## config.mk

```make
export PLATFORM = sky130hd
export DESIGN_NAME = edc_top
export DESIGN_NICKNAME = d
export VERILOG_FILES = /design/src/hw/edc_pkg.sv /design/src/hw/edc_top.sv
export SDC_FILE = /design/constraint.sdc
export NUM_CORES = 2
export LEC_CHECK = 0
export BUFFER_PORTS_ARGS = -buffer_cell sky130_fd_sc_hd__buf_2
export CAP_MARGIN = 5
export CORE_AREA = 3 3 370 372
export DETAILED_ROUTE_END_ITERATION = 10
export DIE_AREA = 0 0 373 375
export GPL_ROUTABILITY_DRIVEN = 0
export GPL_TIMING_DRIVEN = 0
export HOLD_SLACK_MARGIN = 0.02
export MAX_ROUTING_LAYER = met4
export PLACE_DENSITY_LB_ADDON = 0.25
export SYNTH_ARGS = -nofsm -noshare
export SYNTH_HDL_FRONTEND = slang
export SYNTH_SLANG_ARGS = --single-unit
```

## constraint.sdc

```tcl
create_clock -name CLK -period 10 [get_ports CLK]
set_input_delay 0.5 -clock CLK [delete_from_list [all_inputs] [get_ports CLK]]
set_output_delay 0.5 -clock CLK [all_outputs]
set_load 0.05 [all_outputs]
```

## src/hw/edc_pkg.sv

```systemverilog
// shared constants and types of the eight channel transfer controller
package edc_pkg;
  localparam int         NCH       = 8;     // number of channels
  localparam int         AW        = 7;     // register port address width
  // register index inside a channel block, channel number in ADDR[5:3]
  localparam logic [2:0] REG_CTL   = 3'h0;  // channel_control
  localparam logic [2:0] REG_REQ   = 3'h1;  // channel_request_select
  localparam logic [2:0] REG_STA   = 3'h2;  // ram_start_primary
  localparam logic [2:0] REG_STB   = 3'h3;  // ram_start_secondary
  localparam logic [2:0] REG_PAD   = 3'h4;  // periph_address
  localparam logic [2:0] REG_CNT   = 3'h5;  // count_register
  localparam logic [6:0] OFS_STAT0 = 7'h40; // collision_status
  localparam logic [6:0] OFS_STAT1 = 7'h41; // channel_history_status
  // control field positions
  localparam int BIT_ON    = 15;
  localparam int BIT_SIZE  = 14;
  localparam int BIT_DIR   = 13;
  localparam int BIT_HALF  = 12;
  localparam int BIT_NULL_WRITE_MODE = 11;
  localparam int AM_LO     = 4;
  localparam int MD_LO     = 0;
  localparam int BIT_FORCE = 15;
  localparam int SEL_W     = 7;
  localparam int CNT_W     = 10;
  localparam int MD_ONE    = 0;   // one-shot bit inside mode
  localparam int MD_PP     = 1;   // ping-pong bit inside mode
  // reset values
  localparam logic [15:0] RST_WORD  = 16'h0000;
  localparam logic [3:0]  RST_LAST_ACTIVE_CHANNEL = 4'hf;
  // addressing_select codes
  typedef enum logic [1:0] {
    AM_INC  = 2'b00,
    AM_FIX  = 2'b01,
    AM_PIND = 2'b10,
    AM_RSV  = 2'b11
  } edc_am_t;
  // engine states
  typedef enum logic [1:0] {
    ST_IDLE = 2'b00,
    ST_RD   = 2'b01,
    ST_CAP  = 2'b10,
    ST_WR   = 2'b11
  } edc_st_t;
  // channel_control fields
  typedef struct packed {
    logic       on;
    logic       size;
    logic       dir;
    logic       half;
    logic       null_write_mode;
    logic [1:0] addressing_select;
    logic [1:0] mode;
  } edc_cfg_t;
  // one side of the transfer bus
  typedef struct packed {
    logic        rd;
    logic        wr;
    logic [15:0] addr;
    logic [15:0] wdata;
    logic [1:0]  be;
  } edc_bus_t;
endpackage : edc_pkg

```

## src/hw/edc_top.sv

```systemverilog
// eight channel transfer controller with register port and two buses
// Summary of operation
// - eight channels, each with own registers
// - transfers use the block's own buses
// - channel serves requests only while enabled
// - size bit selects byte or word
// - direction bit picks RAM-to-peripheral or reverse
// - half bit moves interrupt to mid block
// - null mode adds zero peripheral write to peripheral-to-RAM transfers
// - addressing field picks increment, fixed, indirect
// - mode field picks one-shot, continuous, ping-pong
// - one-shot stops after one block, after both buffers in ping-pong
// - continuous reloads start address each block
// - ping-pong alternates primary and secondary start
// - indirect mode adds peripheral supplied offset
// - manual trigger starts exactly one transfer
// - trigger bit cleared only by hardware
// - seven-bit field selects request line
// - sixteen-bit primary start address per channel
// - sixteen-bit secondary start address per channel
// - count and peripheral address per channel
// - interrupt at block end or half
// - unused control bits read zero
// - block is count plus one transfers
// - read-only flag shows selected start address
// - clear-only peripheral and RAM collision flags
// - last channel reads all ones until first
//
// The register offsets and the strobed register port are this design's own decisions.
`timescale 1ns/1ps
module edc_top (
  input  wire  logic                   CLK,
  input  wire  logic                   RESETN,
  input  wire  logic [edc_pkg::AW-1:0] ADDR,
  input  wire  logic [15:0]            WDATA,
  input  wire  logic                   WR,
  input  wire  logic                   RD,
  output       logic [15:0]            RDATA,
  input  wire  logic [127:0]           REQ_LINES,
  input  wire  logic [15:0]            PIND_ADDR,
  input  wire  logic [15:0]            P_RDATA,
  input  wire  logic                   P_WCOL,
  output       edc_pkg::edc_bus_t      PER_BUS,
  input  wire  logic [15:0]            RAM_RDATA,
  input  wire  logic                   RAM_WCOL,
  output       edc_pkg::edc_bus_t      RAM_BUS,
  output       logic [edc_pkg::NCH-1:0] IRQ
);
  import edc_pkg::*;

  edc_cfg_t    cfg_ff [NCH];            // control per channel
  logic [SEL_W-1:0] sel_ff [NCH];       // request line select
  logic [15:0] sta_ff [NCH];            // primary start
  logic [15:0] stb_ff [NCH];            // secondary start
  logic [15:0] pad_ff [NCH];            // peripheral address
  logic [CNT_W-1:0] cnt_ff [NCH];       // transfers minus one
  logic [15:0] ofs_ff [NCH];            // running RAM offset
  logic [10:0] done_ff [NCH];           // transfers done in block
  logic [NCH-1:0] frc_ff;               // manual trigger bits
  logic [NCH-1:0] pend_ff;              // pending requests
  logic [NCH-1:0] prev_ff;              // last request line level
  logic [NCH-1:0] pp_ff;                // ping-pong buffer flag
  logic [NCH-1:0] pcol_ff;              // peripheral collision
  logic [NCH-1:0] xcol_ff;              // RAM collision
  logic [3:0]  lst_ff;                  // last active channel
  edc_st_t     st_ff;                   // engine state
  logic [2:0]  cur_ff;                  // channel being served
  logic        cfrc_ff;                 // served transfer was forced
  edc_bus_t    per_ff;                  // peripheral bus outputs
  edc_bus_t    ram_ff;                  // RAM bus outputs
  logic [NCH-1:0] irq_ff;               // interrupt pulses
  logic [15:0] rdata_ff;                // read data

  logic [NCH-1:0] lvl;                  // selected request levels
  logic [NCH-1:0] on_v;                 // enable bits
  logic [NCH-1:0] frc_wr;               // trigger written this cycle
  logic        gv;                      // some channel may start
  logic [2:0]  gi;                      // channel that starts
  logic        wr_st;                   // last step of a transfer
  logic [10:0] nd;                      // done count after this step
  logic [10:0] blen;                    // transfers per block
  logic [10:0] hpt;                     // half point
  logic        bend;                    // block ends now
  logic        stop;                    // one-shot stops now
  logic        irq_hit;                 // interrupt due now
  logic        cw;                      // channel register write
  logic [2:0]  wch;                     // written channel
  logic [15:0] gbase;                   // start address of grant
  logic [15:0] gaddr;                   // RAM address of grant
  logic [15:0] src;                     // captured source word
  logic [7:0]  sb;                      // captured source byte
  logic [15:0] wd;                      // data to write
  edc_cfg_t    cc;                      // config of current channel
  edc_cfg_t    gc;                      // config of granted channel

  assign cw  = WR && !ADDR[6];
  assign wch = ADDR[5:3];
  assign cc  = cfg_ff[cur_ff];
  assign gc  = cfg_ff[gi];

  // request levels, enables and trigger writes per channel
  always_comb begin
    for (int c = 0; c < NCH; c++) begin
      lvl[c]    = REQ_LINES[sel_ff[c]];
      on_v[c]   = cfg_ff[c].on;
      frc_wr[c] = cw && wch == 3'(c) && ADDR[2:0] == REG_REQ
                  && WDATA[BIT_FORCE];
    end
  end

  // fixed priority pick, lowest channel first
  always_comb begin
    gv = 1'b0;
    gi = 3'h0;
    for (int c = NCH - 1; c >= 0; c--) begin
      if (pend_ff[c] && on_v[c]) begin
        gv = 1'b1;
        gi = 3'(c);
      end
    end
  end

  // RAM address for the granted channel
  always_comb begin
    gbase = pp_ff[gi] ? stb_ff[gi] : sta_ff[gi];
    if (edc_am_t'(gc.addressing_select) == AM_PIND) begin
      gaddr = gbase + PIND_ADDR;
    end else begin
      gaddr = gbase + ofs_ff[gi];
    end
  end

  // source data and byte pick
  always_comb begin
    src = cc.dir ? RAM_RDATA : P_RDATA;
    sb  = (cc.dir && ram_ff.addr[0]) ? src[15:8] : src[7:0];
    wd  = cc.size ? {sb, sb} : src;
  end

  // block accounting of the transfer in its last step
  always_comb begin
    wr_st   = st_ff == ST_WR;
    nd      = done_ff[cur_ff] + 11'h001;
    blen    = {1'b0, cnt_ff[cur_ff]} + 11'h001;
    hpt     = blen >> 1;
    bend    = wr_st && nd == blen;
    stop    = bend && cc.mode[MD_ONE]
              && (!cc.mode[MD_PP] || pp_ff[cur_ff]);
    if (cc.half && hpt != 11'h000) begin
      irq_hit = wr_st && nd == hpt;
    end else begin
      irq_hit = bend;
    end
  end

  // channel registers: software writes, hardware clears enable
  always_ff @(posedge CLK or negedge RESETN) begin
    if (!RESETN) begin
      for (int c = 0; c < NCH; c++) begin
        cfg_ff[c] <= '0;
        sel_ff[c] <= '0;
        sta_ff[c] <= RST_WORD;
        stb_ff[c] <= RST_WORD;
        pad_ff[c] <= RST_WORD;
        cnt_ff[c] <= '0;
      end
    end else begin
      if (stop) begin
        cfg_ff[cur_ff].on <= 1'b0;
      end
      if (cw) begin
        if (ADDR[2:0] == REG_CTL) begin
          // unused bits are simply not stored
          cfg_ff[wch] <= {WDATA[BIT_ON], WDATA[BIT_SIZE],
                          WDATA[BIT_DIR], WDATA[BIT_HALF],
                          WDATA[BIT_NULL_WRITE_MODE], WDATA[AM_LO+1:AM_LO],
                          WDATA[MD_LO+1:MD_LO]};
        end else if (ADDR[2:0] == REG_REQ) begin
          sel_ff[wch] <= WDATA[SEL_W-1:0];
        end else if (ADDR[2:0] == REG_STA) begin
          sta_ff[wch] <= WDATA;
        end else if (ADDR[2:0] == REG_STB) begin
          stb_ff[wch] <= WDATA;
        end else if (ADDR[2:0] == REG_PAD) begin
          pad_ff[wch] <= WDATA;
        end else if (ADDR[2:0] == REG_CNT) begin
          cnt_ff[wch] <= WDATA[CNT_W-1:0];
        end
      end
    end
  end

  // manual trigger: set by software, cleared by hardware only
  always_ff @(posedge CLK or negedge RESETN) begin
    if (!RESETN) begin
      frc_ff <= '0;
    end else begin
      for (int c = 0; c < NCH; c++) begin
        if (frc_wr[c]) begin
          frc_ff[c] <= 1'b1;
        end else if (wr_st && cfrc_ff && cur_ff == 3'(c)) begin
          frc_ff[c] <= 1'b0;
        end
      end
    end
  end

  // pending requests from line edges and triggers, set wins
  always_ff @(posedge CLK or negedge RESETN) begin
    if (!RESETN) begin
      pend_ff <= '0;
      prev_ff <= '0;
    end else begin
      prev_ff <= lvl;
      for (int c = 0; c < NCH; c++) begin
        if (!on_v[c]) begin
          pend_ff[c] <= 1'b0;
        end else if ((lvl[c] && !prev_ff[c]) || frc_wr[c]) begin
          pend_ff[c] <= 1'b1;
        end else if (st_ff == ST_IDLE && gv && gi == 3'(c)) begin
          pend_ff[c] <= 1'b0;
        end
      end
    end
  end

  // transfer engine: read, capture, write on the private buses
  always_ff @(posedge CLK or negedge RESETN) begin
    if (!RESETN) begin
      st_ff   <= ST_IDLE;
      cur_ff  <= 3'h0;
      cfrc_ff <= 1'b0;
      per_ff  <= '0;
      ram_ff  <= '0;
    end else begin
      case (st_ff)
        ST_IDLE: begin
          if (gv) begin
            cur_ff      <= gi;
            cfrc_ff     <= frc_ff[gi];
            per_ff.addr <= pad_ff[gi];
            ram_ff.addr <= gaddr;
            ram_ff.be   <= gc.size ? (gaddr[0] ? 2'b10 : 2'b01)
                                   : 2'b11;
            per_ff.be   <= gc.size ? 2'b01 : 2'b11;
            ram_ff.rd   <= gc.dir;
            per_ff.rd   <= !gc.dir;
            st_ff       <= ST_RD;
          end
        end
        ST_RD: begin
          ram_ff.rd <= 1'b0;
          per_ff.rd <= 1'b0;
          st_ff     <= ST_CAP;
        end
        ST_CAP: begin
          if (cc.dir) begin
            per_ff.wr    <= 1'b1;
            per_ff.wdata <= wd;
          end else begin
            ram_ff.wr    <= 1'b1;
            ram_ff.wdata <= wd;
            if (cc.null_write_mode) begin
              per_ff.wr    <= 1'b1;
              per_ff.wdata <= 16'h0000;
            end
          end
          st_ff <= ST_WR;
        end
        default: begin
          ram_ff.wr <= 1'b0;
          per_ff.wr <= 1'b0;
          st_ff     <= ST_IDLE;
        end
      endcase
    end
  end

  // offsets, block counters and ping-pong flag
  always_ff @(posedge CLK or negedge RESETN) begin
    if (!RESETN) begin
      pp_ff <= '0;
      for (int c = 0; c < NCH; c++) begin
        ofs_ff[c]  <= RST_WORD;
        done_ff[c] <= 11'h000;
      end
    end else begin
      for (int c = 0; c < NCH; c++) begin
        if (cw && wch == 3'(c) && ADDR[2:0] == REG_CTL) begin
          // new setup restarts the block from the primary start
          ofs_ff[c]  <= RST_WORD;
          done_ff[c] <= 11'h000;
          pp_ff[c]   <= 1'b0;
        end else if (wr_st && cur_ff == 3'(c)) begin
          if (bend) begin
            ofs_ff[c]  <= RST_WORD;
            done_ff[c] <= 11'h000;
            if (cc.mode[MD_PP]) begin
              pp_ff[c] <= !pp_ff[c];
            end
          end else begin
            done_ff[c] <= nd;
            if (edc_am_t'(cc.addressing_select) == AM_INC) begin
              ofs_ff[c] <= ofs_ff[c] + (cc.size ? 16'h0001
                                                : 16'h0002);
            end
          end
        end
      end
    end
  end

  // collision flags, interrupt pulses and last channel
  always_ff @(posedge CLK or negedge RESETN) begin
    if (!RESETN) begin
      pcol_ff <= '0;
      xcol_ff <= '0;
      irq_ff  <= '0;
      lst_ff  <= RST_LAST_ACTIVE_CHANNEL;
    end else begin
      irq_ff <= '0;
      if (irq_hit) begin
        irq_ff[cur_ff] <= 1'b1;
      end
      if (wr_st) begin
        lst_ff <= {1'b0, cur_ff};
      end
      for (int c = 0; c < NCH; c++) begin
        // a collision beside a clearing write still sets
        if (wr_st && cur_ff == 3'(c) && per_ff.wr && P_WCOL) begin
          pcol_ff[c] <= 1'b1;
        end else if (WR && ADDR == OFS_STAT0 && !WDATA[8+c]) begin
          pcol_ff[c] <= 1'b0;
        end
        if (wr_st && cur_ff == 3'(c) && ram_ff.wr && RAM_WCOL) begin
          xcol_ff[c] <= 1'b1;
        end else if (WR && ADDR == OFS_STAT0 && !WDATA[c]) begin
          xcol_ff[c] <= 1'b0;
        end
      end
    end
  end

  // read data, one cycle after the read strobe
  always_ff @(posedge CLK or negedge RESETN) begin
    if (!RESETN) begin
      rdata_ff <= RST_WORD;
    end else if (RD) begin
      rdata_ff <= RST_WORD;
      if (ADDR == OFS_STAT0) begin
        rdata_ff <= {pcol_ff, xcol_ff};
      end else if (ADDR == OFS_STAT1) begin
        rdata_ff <= {4'h0, lst_ff, pp_ff};
      end else if (!ADDR[6] && ADDR[2:0] == REG_CTL) begin
        rdata_ff <= {cfg_ff[wch].on, cfg_ff[wch].size,
                     cfg_ff[wch].dir, cfg_ff[wch].half,
                     cfg_ff[wch].null_write_mode, 5'h00, cfg_ff[wch].addressing_select,
                     2'h0, cfg_ff[wch].mode};
      end else if (!ADDR[6] && ADDR[2:0] == REG_REQ) begin
        rdata_ff <= {frc_ff[wch], 8'h00, sel_ff[wch]};
      end else if (!ADDR[6] && ADDR[2:0] == REG_STA) begin
        rdata_ff <= sta_ff[wch];
      end else if (!ADDR[6] && ADDR[2:0] == REG_STB) begin
        rdata_ff <= stb_ff[wch];
      end else if (!ADDR[6] && ADDR[2:0] == REG_PAD) begin
        rdata_ff <= pad_ff[wch];
      end else if (!ADDR[6] && ADDR[2:0] == REG_CNT) begin
        rdata_ff <= {6'h00, cnt_ff[wch]};
      end
    end
  end

  assign RDATA   = rdata_ff;
  assign PER_BUS = per_ff;
  assign RAM_BUS = ram_ff;
  assign IRQ     = irq_ff;
endmodule : edc_top

```

==> metrics.cfg <==
[critical_path]
r2r_cells=23
r2r_start=cfg_ff[17]
crit_slowest_cell=nor2_1
r2r_slack_ns=1.66
required_ns=10.62
cp-start-kind=register
crit_type=register to register
cp_max_fo=10
r2r_end=RAM_BUS[32]
cpLargestDelayFamily=compound AO/OA/AOI/OAI gates
crit_path_max_incr_delay_ns=0.89
path_depth=23
crit_buf_inv=2
cp-endpoint=RAM_BUS[32]
cp-startpoint=cfg_ff[17]
path_cells=nand2_1 -> a32o_1 -> a22o_1 -> a21boi_1 -> nor2_1 -> clkbuf_1 -> clkbuf_1 -> nand2_1 -> a311oi_1 -> a31oi_1 -> a21oi_1 -> ha_1 -> a21o_1 -> a21oi_1 -> o21bai_1 -> a21oi_1 -> o21bai_1 -> a21oi_1 -> o21ai_0 -> a21o_1 -> a31oi_1 -> mux2i_1 -> nand3_1
critPathCaptureType=register
cpMostUsedCell=a21oi_1
crit_arrival_ns=8.96

[logic_synthesis]
ys_seq_area_frac=0.399
synth_nets=5763
synthArstFlopShare=1.00
avgSynthCellArea_um2=10.9
yosysWarnings=0
synth_area_leader_cell=dfrtp_1
synth-main-ff-cell=dfrtp_1
synth_edf_count=0
syn_inst=5512
ys_seq_elements=962
yosys.area.top_type_share=0.398
synthTopCellsByArea=dfrtp_1 40%, mux4_2 20%, mux2_2 11%, nand2_1 6.6%, nand3_1 2.3%
synth_area_um2=60300
yosysUniqueCellTypes=85

[sta]
finalSetupViolCount=0
fin_skew_ns=0.0330
final_max_slew_viol_count=35
rsz0062_at_grt=false
maxSlewHeadroom=-0.0396
fin_crit_sh=0.834
period_needed_ns=8.34
timing.fmax_mhz=120
setup_tns_ns=0
tightestPinTransition_ns=1.56
finalHoldViolCount=0

[run_status]
status=finished, violations left
violations=capacitance limit, slew limit

[hold_path]
hold_class=input pin to register

[final_layout]
layout_common_cells=1056 x nand2_1, 958 x dfrtp_1, 570 x mux2_2, 525 x mux4_2, 386 x clkbuf_1
drive_gt1_frac=0.274
synthToLayoutAreaGrowth_pct=13.2
mostFrequentLayoutCell=nand2_1
nFillCells=12000
nNetsFinal=6190

[power]
internal-power_mw=9.49
p_seq_frac=0.299
p_total_mw=17.1
p_clk_frac=0.242
switching_share=0.447
comb_power_share=0.459
pwr_density_cell_nw_per_um2=251
peakVddDrop_mv=0.192
p_leak_nw=28.9
p_switching_mw=7.66

[grt]
grt_pass1_vias=52300
grt_pass1_wl_mm=373
grt_start_max_net_pins=126
antenna_found_initial=30
grt_use_total=0.377
grt-ovfl-total=0

[die]
ios=301
die_x_um=373
core_area_um2=134000
dieArea_um2=140000
initial_core_util=0.451
num_rows=134
die_h_um=375

[route]
wl_mm=261
vias=54000
ant_nets=0
routedWlPerCell_um=33.3
dr.first_iter.drc_count=8309
firstDrtPassIters=7
vias_per_cell=6.89
drc_errors=0

[flow_run]
max_cap_viol_count=3

[placed_design]
port_buffers=293
hpwl_mm=190

[clock_tree]
numCtsBuffers=106
clockRootBuffer=clkbuf_16
clock_latency_ns=0.76
cts_tree=done
clockBufferDepth=3
postCtsSetupBuffers=0
cts_num_sinks=962
clk_pin_slew_ns=0.06
cts_max_level=3

cells in the mapped netlist (8+ instances only):
| cell | instances |
|---|---|
| inv_1 | 73 |
| a32oi_1 | 26 |
| buf_2 | 12 |
| o2111ai_1 | 9 |
| mux2_2 | 570 |
| nor4_1 | 14 |
| a21o_1 | 10 |
| a31oi_1 | 56 |
| mux2i_1 | 95 |
| or3_1 | 22 |
| a311oi_1 | 55 |
| and2_1 | 25 |
| xor2_1 | 55 |
| or4_1 | 12 |
| nand4_1 | 30 |
| buf_1 | 71 |
| mux4_2 | 525 |
| nor3b_1 | 9 |
| o211ai_1 | 28 |
| a22oi_1 | 14 |
| xnor2_1 | 53 |
| and3_1 | 73 |
| a22o_1 | 13 |
| nand2_1 | 1056 |
| nor2_1 | 242 |
| o22ai_1 | 19 |
| nand2b_1 | 25 |
| nor2b_1 | 22 |
| o21ai_0 | 221 |
| fa_1 | 9 |
| a211oi_1 | 23 |
| nand3_1 | 276 |
| nor3_1 | 42 |
| dfrtp_1 | 958 |
| a221oi_1 | 11 |
| a21oi_1 | 220 |
| or2_2 | 8 |
| clkbuf_1 | 365 |
| ha_1 | 37 |
how the worst min path moves through the flow:
stage | slack (ns) | start | depth (start not counted) | endpoint
after CTS | 0.03 | WDATA[15] | 3 | frc_ff[6]
after detailed placement | 0.46 | PER_BUS[0] | 1 | PER_BUS[0]
final | 0.05 | WDATA[15] | 3 | frc_ff[6]
after floorplan | 0.20 | RESETN | 0 | IRQ[0]
after global placement | 0.45 | PER_BUS[0] | 1 | PER_BUS[0]
after global routing | 0.09 | WDATA[6] | 2 | sel_ff[48]
stage by stage:
stage                      util  std cells  setup WS [ns]  cell area (um2)  hold WS (ns)
final                     0.510       7833           1.66            68200        0.0517
after floorplan               -       5512           4.89            60300         0.204
after global routing      0.510       7822           1.55            68200        0.0884
after global placement    0.479       7573         -13.09            64000         0.454
after CTS                 0.509       7788           2.12            68000        0.0292
after detailed placement  0.482       7592           2.16            64400         0.460
layout make-up:
class,instances,area (um2),area share
Inverter,74,278,0.00407
Multi-Input combinational cell,4017,34100,0.500
Tap cell,1768,2210,0.0324
Clock inverter,38,518,0.00759
Antenna cell,39,97.6,0.00143
Timing Repair Buffer,319,1980,0.0290
Sequential cell,962,24100,0.353
Clock buffer,157,3090,0.0454
Buffer,459,1840,0.0270
layer usage:
metal / share of wire / wire length [um] / GRT usage / vias to the layer above
met5: 0 / 0 / - / -
met4: 0.075 / 19600 / 0.231 / 0
met3: 0.15 / 39000 / 0.152 / 1086
met2: 0.42 / 110000 / 0.525 / 4488
met1: 0.35 / 92500 / 0.458 / 27100
li1: - / - / - / 21300
flip-flops by register name, indices dropped and copies added, names as in the netlist, 16 cells and up:
name	count
stb_ff	128
sel_ff	56
pad_ff	128
done_ff	88
ofs_ff	128
RDATA	16
cnt_ff	80
cfg_ff	72
sta_ff	128
RAM_BUS	36
PER_BUS	36
kinds of logic (layout without fill, tap and decap cells):
kind of cell,Yosys count,count (layout),synth area share
simple gates,1886,1886,0.137
mux,1190,1190,0.318
flops,962,962,0.399
compound gates,782,782,0.0819
buf+inv,533,1047,0.0350
xor+xnor,113,113,0.0175
fa+ha+maj,46,46,0.0107
other cells,0,39,0
power groups by stage:
stage / clock [mW] / combinational [mW] / sequential [mW]
3_3_place_gp: 0 / 7.42 / 5.14
6_report: 4.15 / 7.87 / 5.13
2_1_floorplan: 0 / 4.36 / 5.46
5_1_grt: 4.30 / 8.21 / 5.18
4_1_cts: 4.14 / 7.56 / 5.09
3_5_place_dp: 0 / 7.54 / 5.15
worst min-delay path: stages:
cell and delay [ns]:
buf_2 0.12, nand3_1 0.08, nand2_1 0.05
repair_timing:
item,in CTS,in global routing
resized for setup,0,0
hold endpoints to repair,54,0
hold buffers,1,0
setup endpoints to repair,0,0
Power figures use the tool's default switching activity.
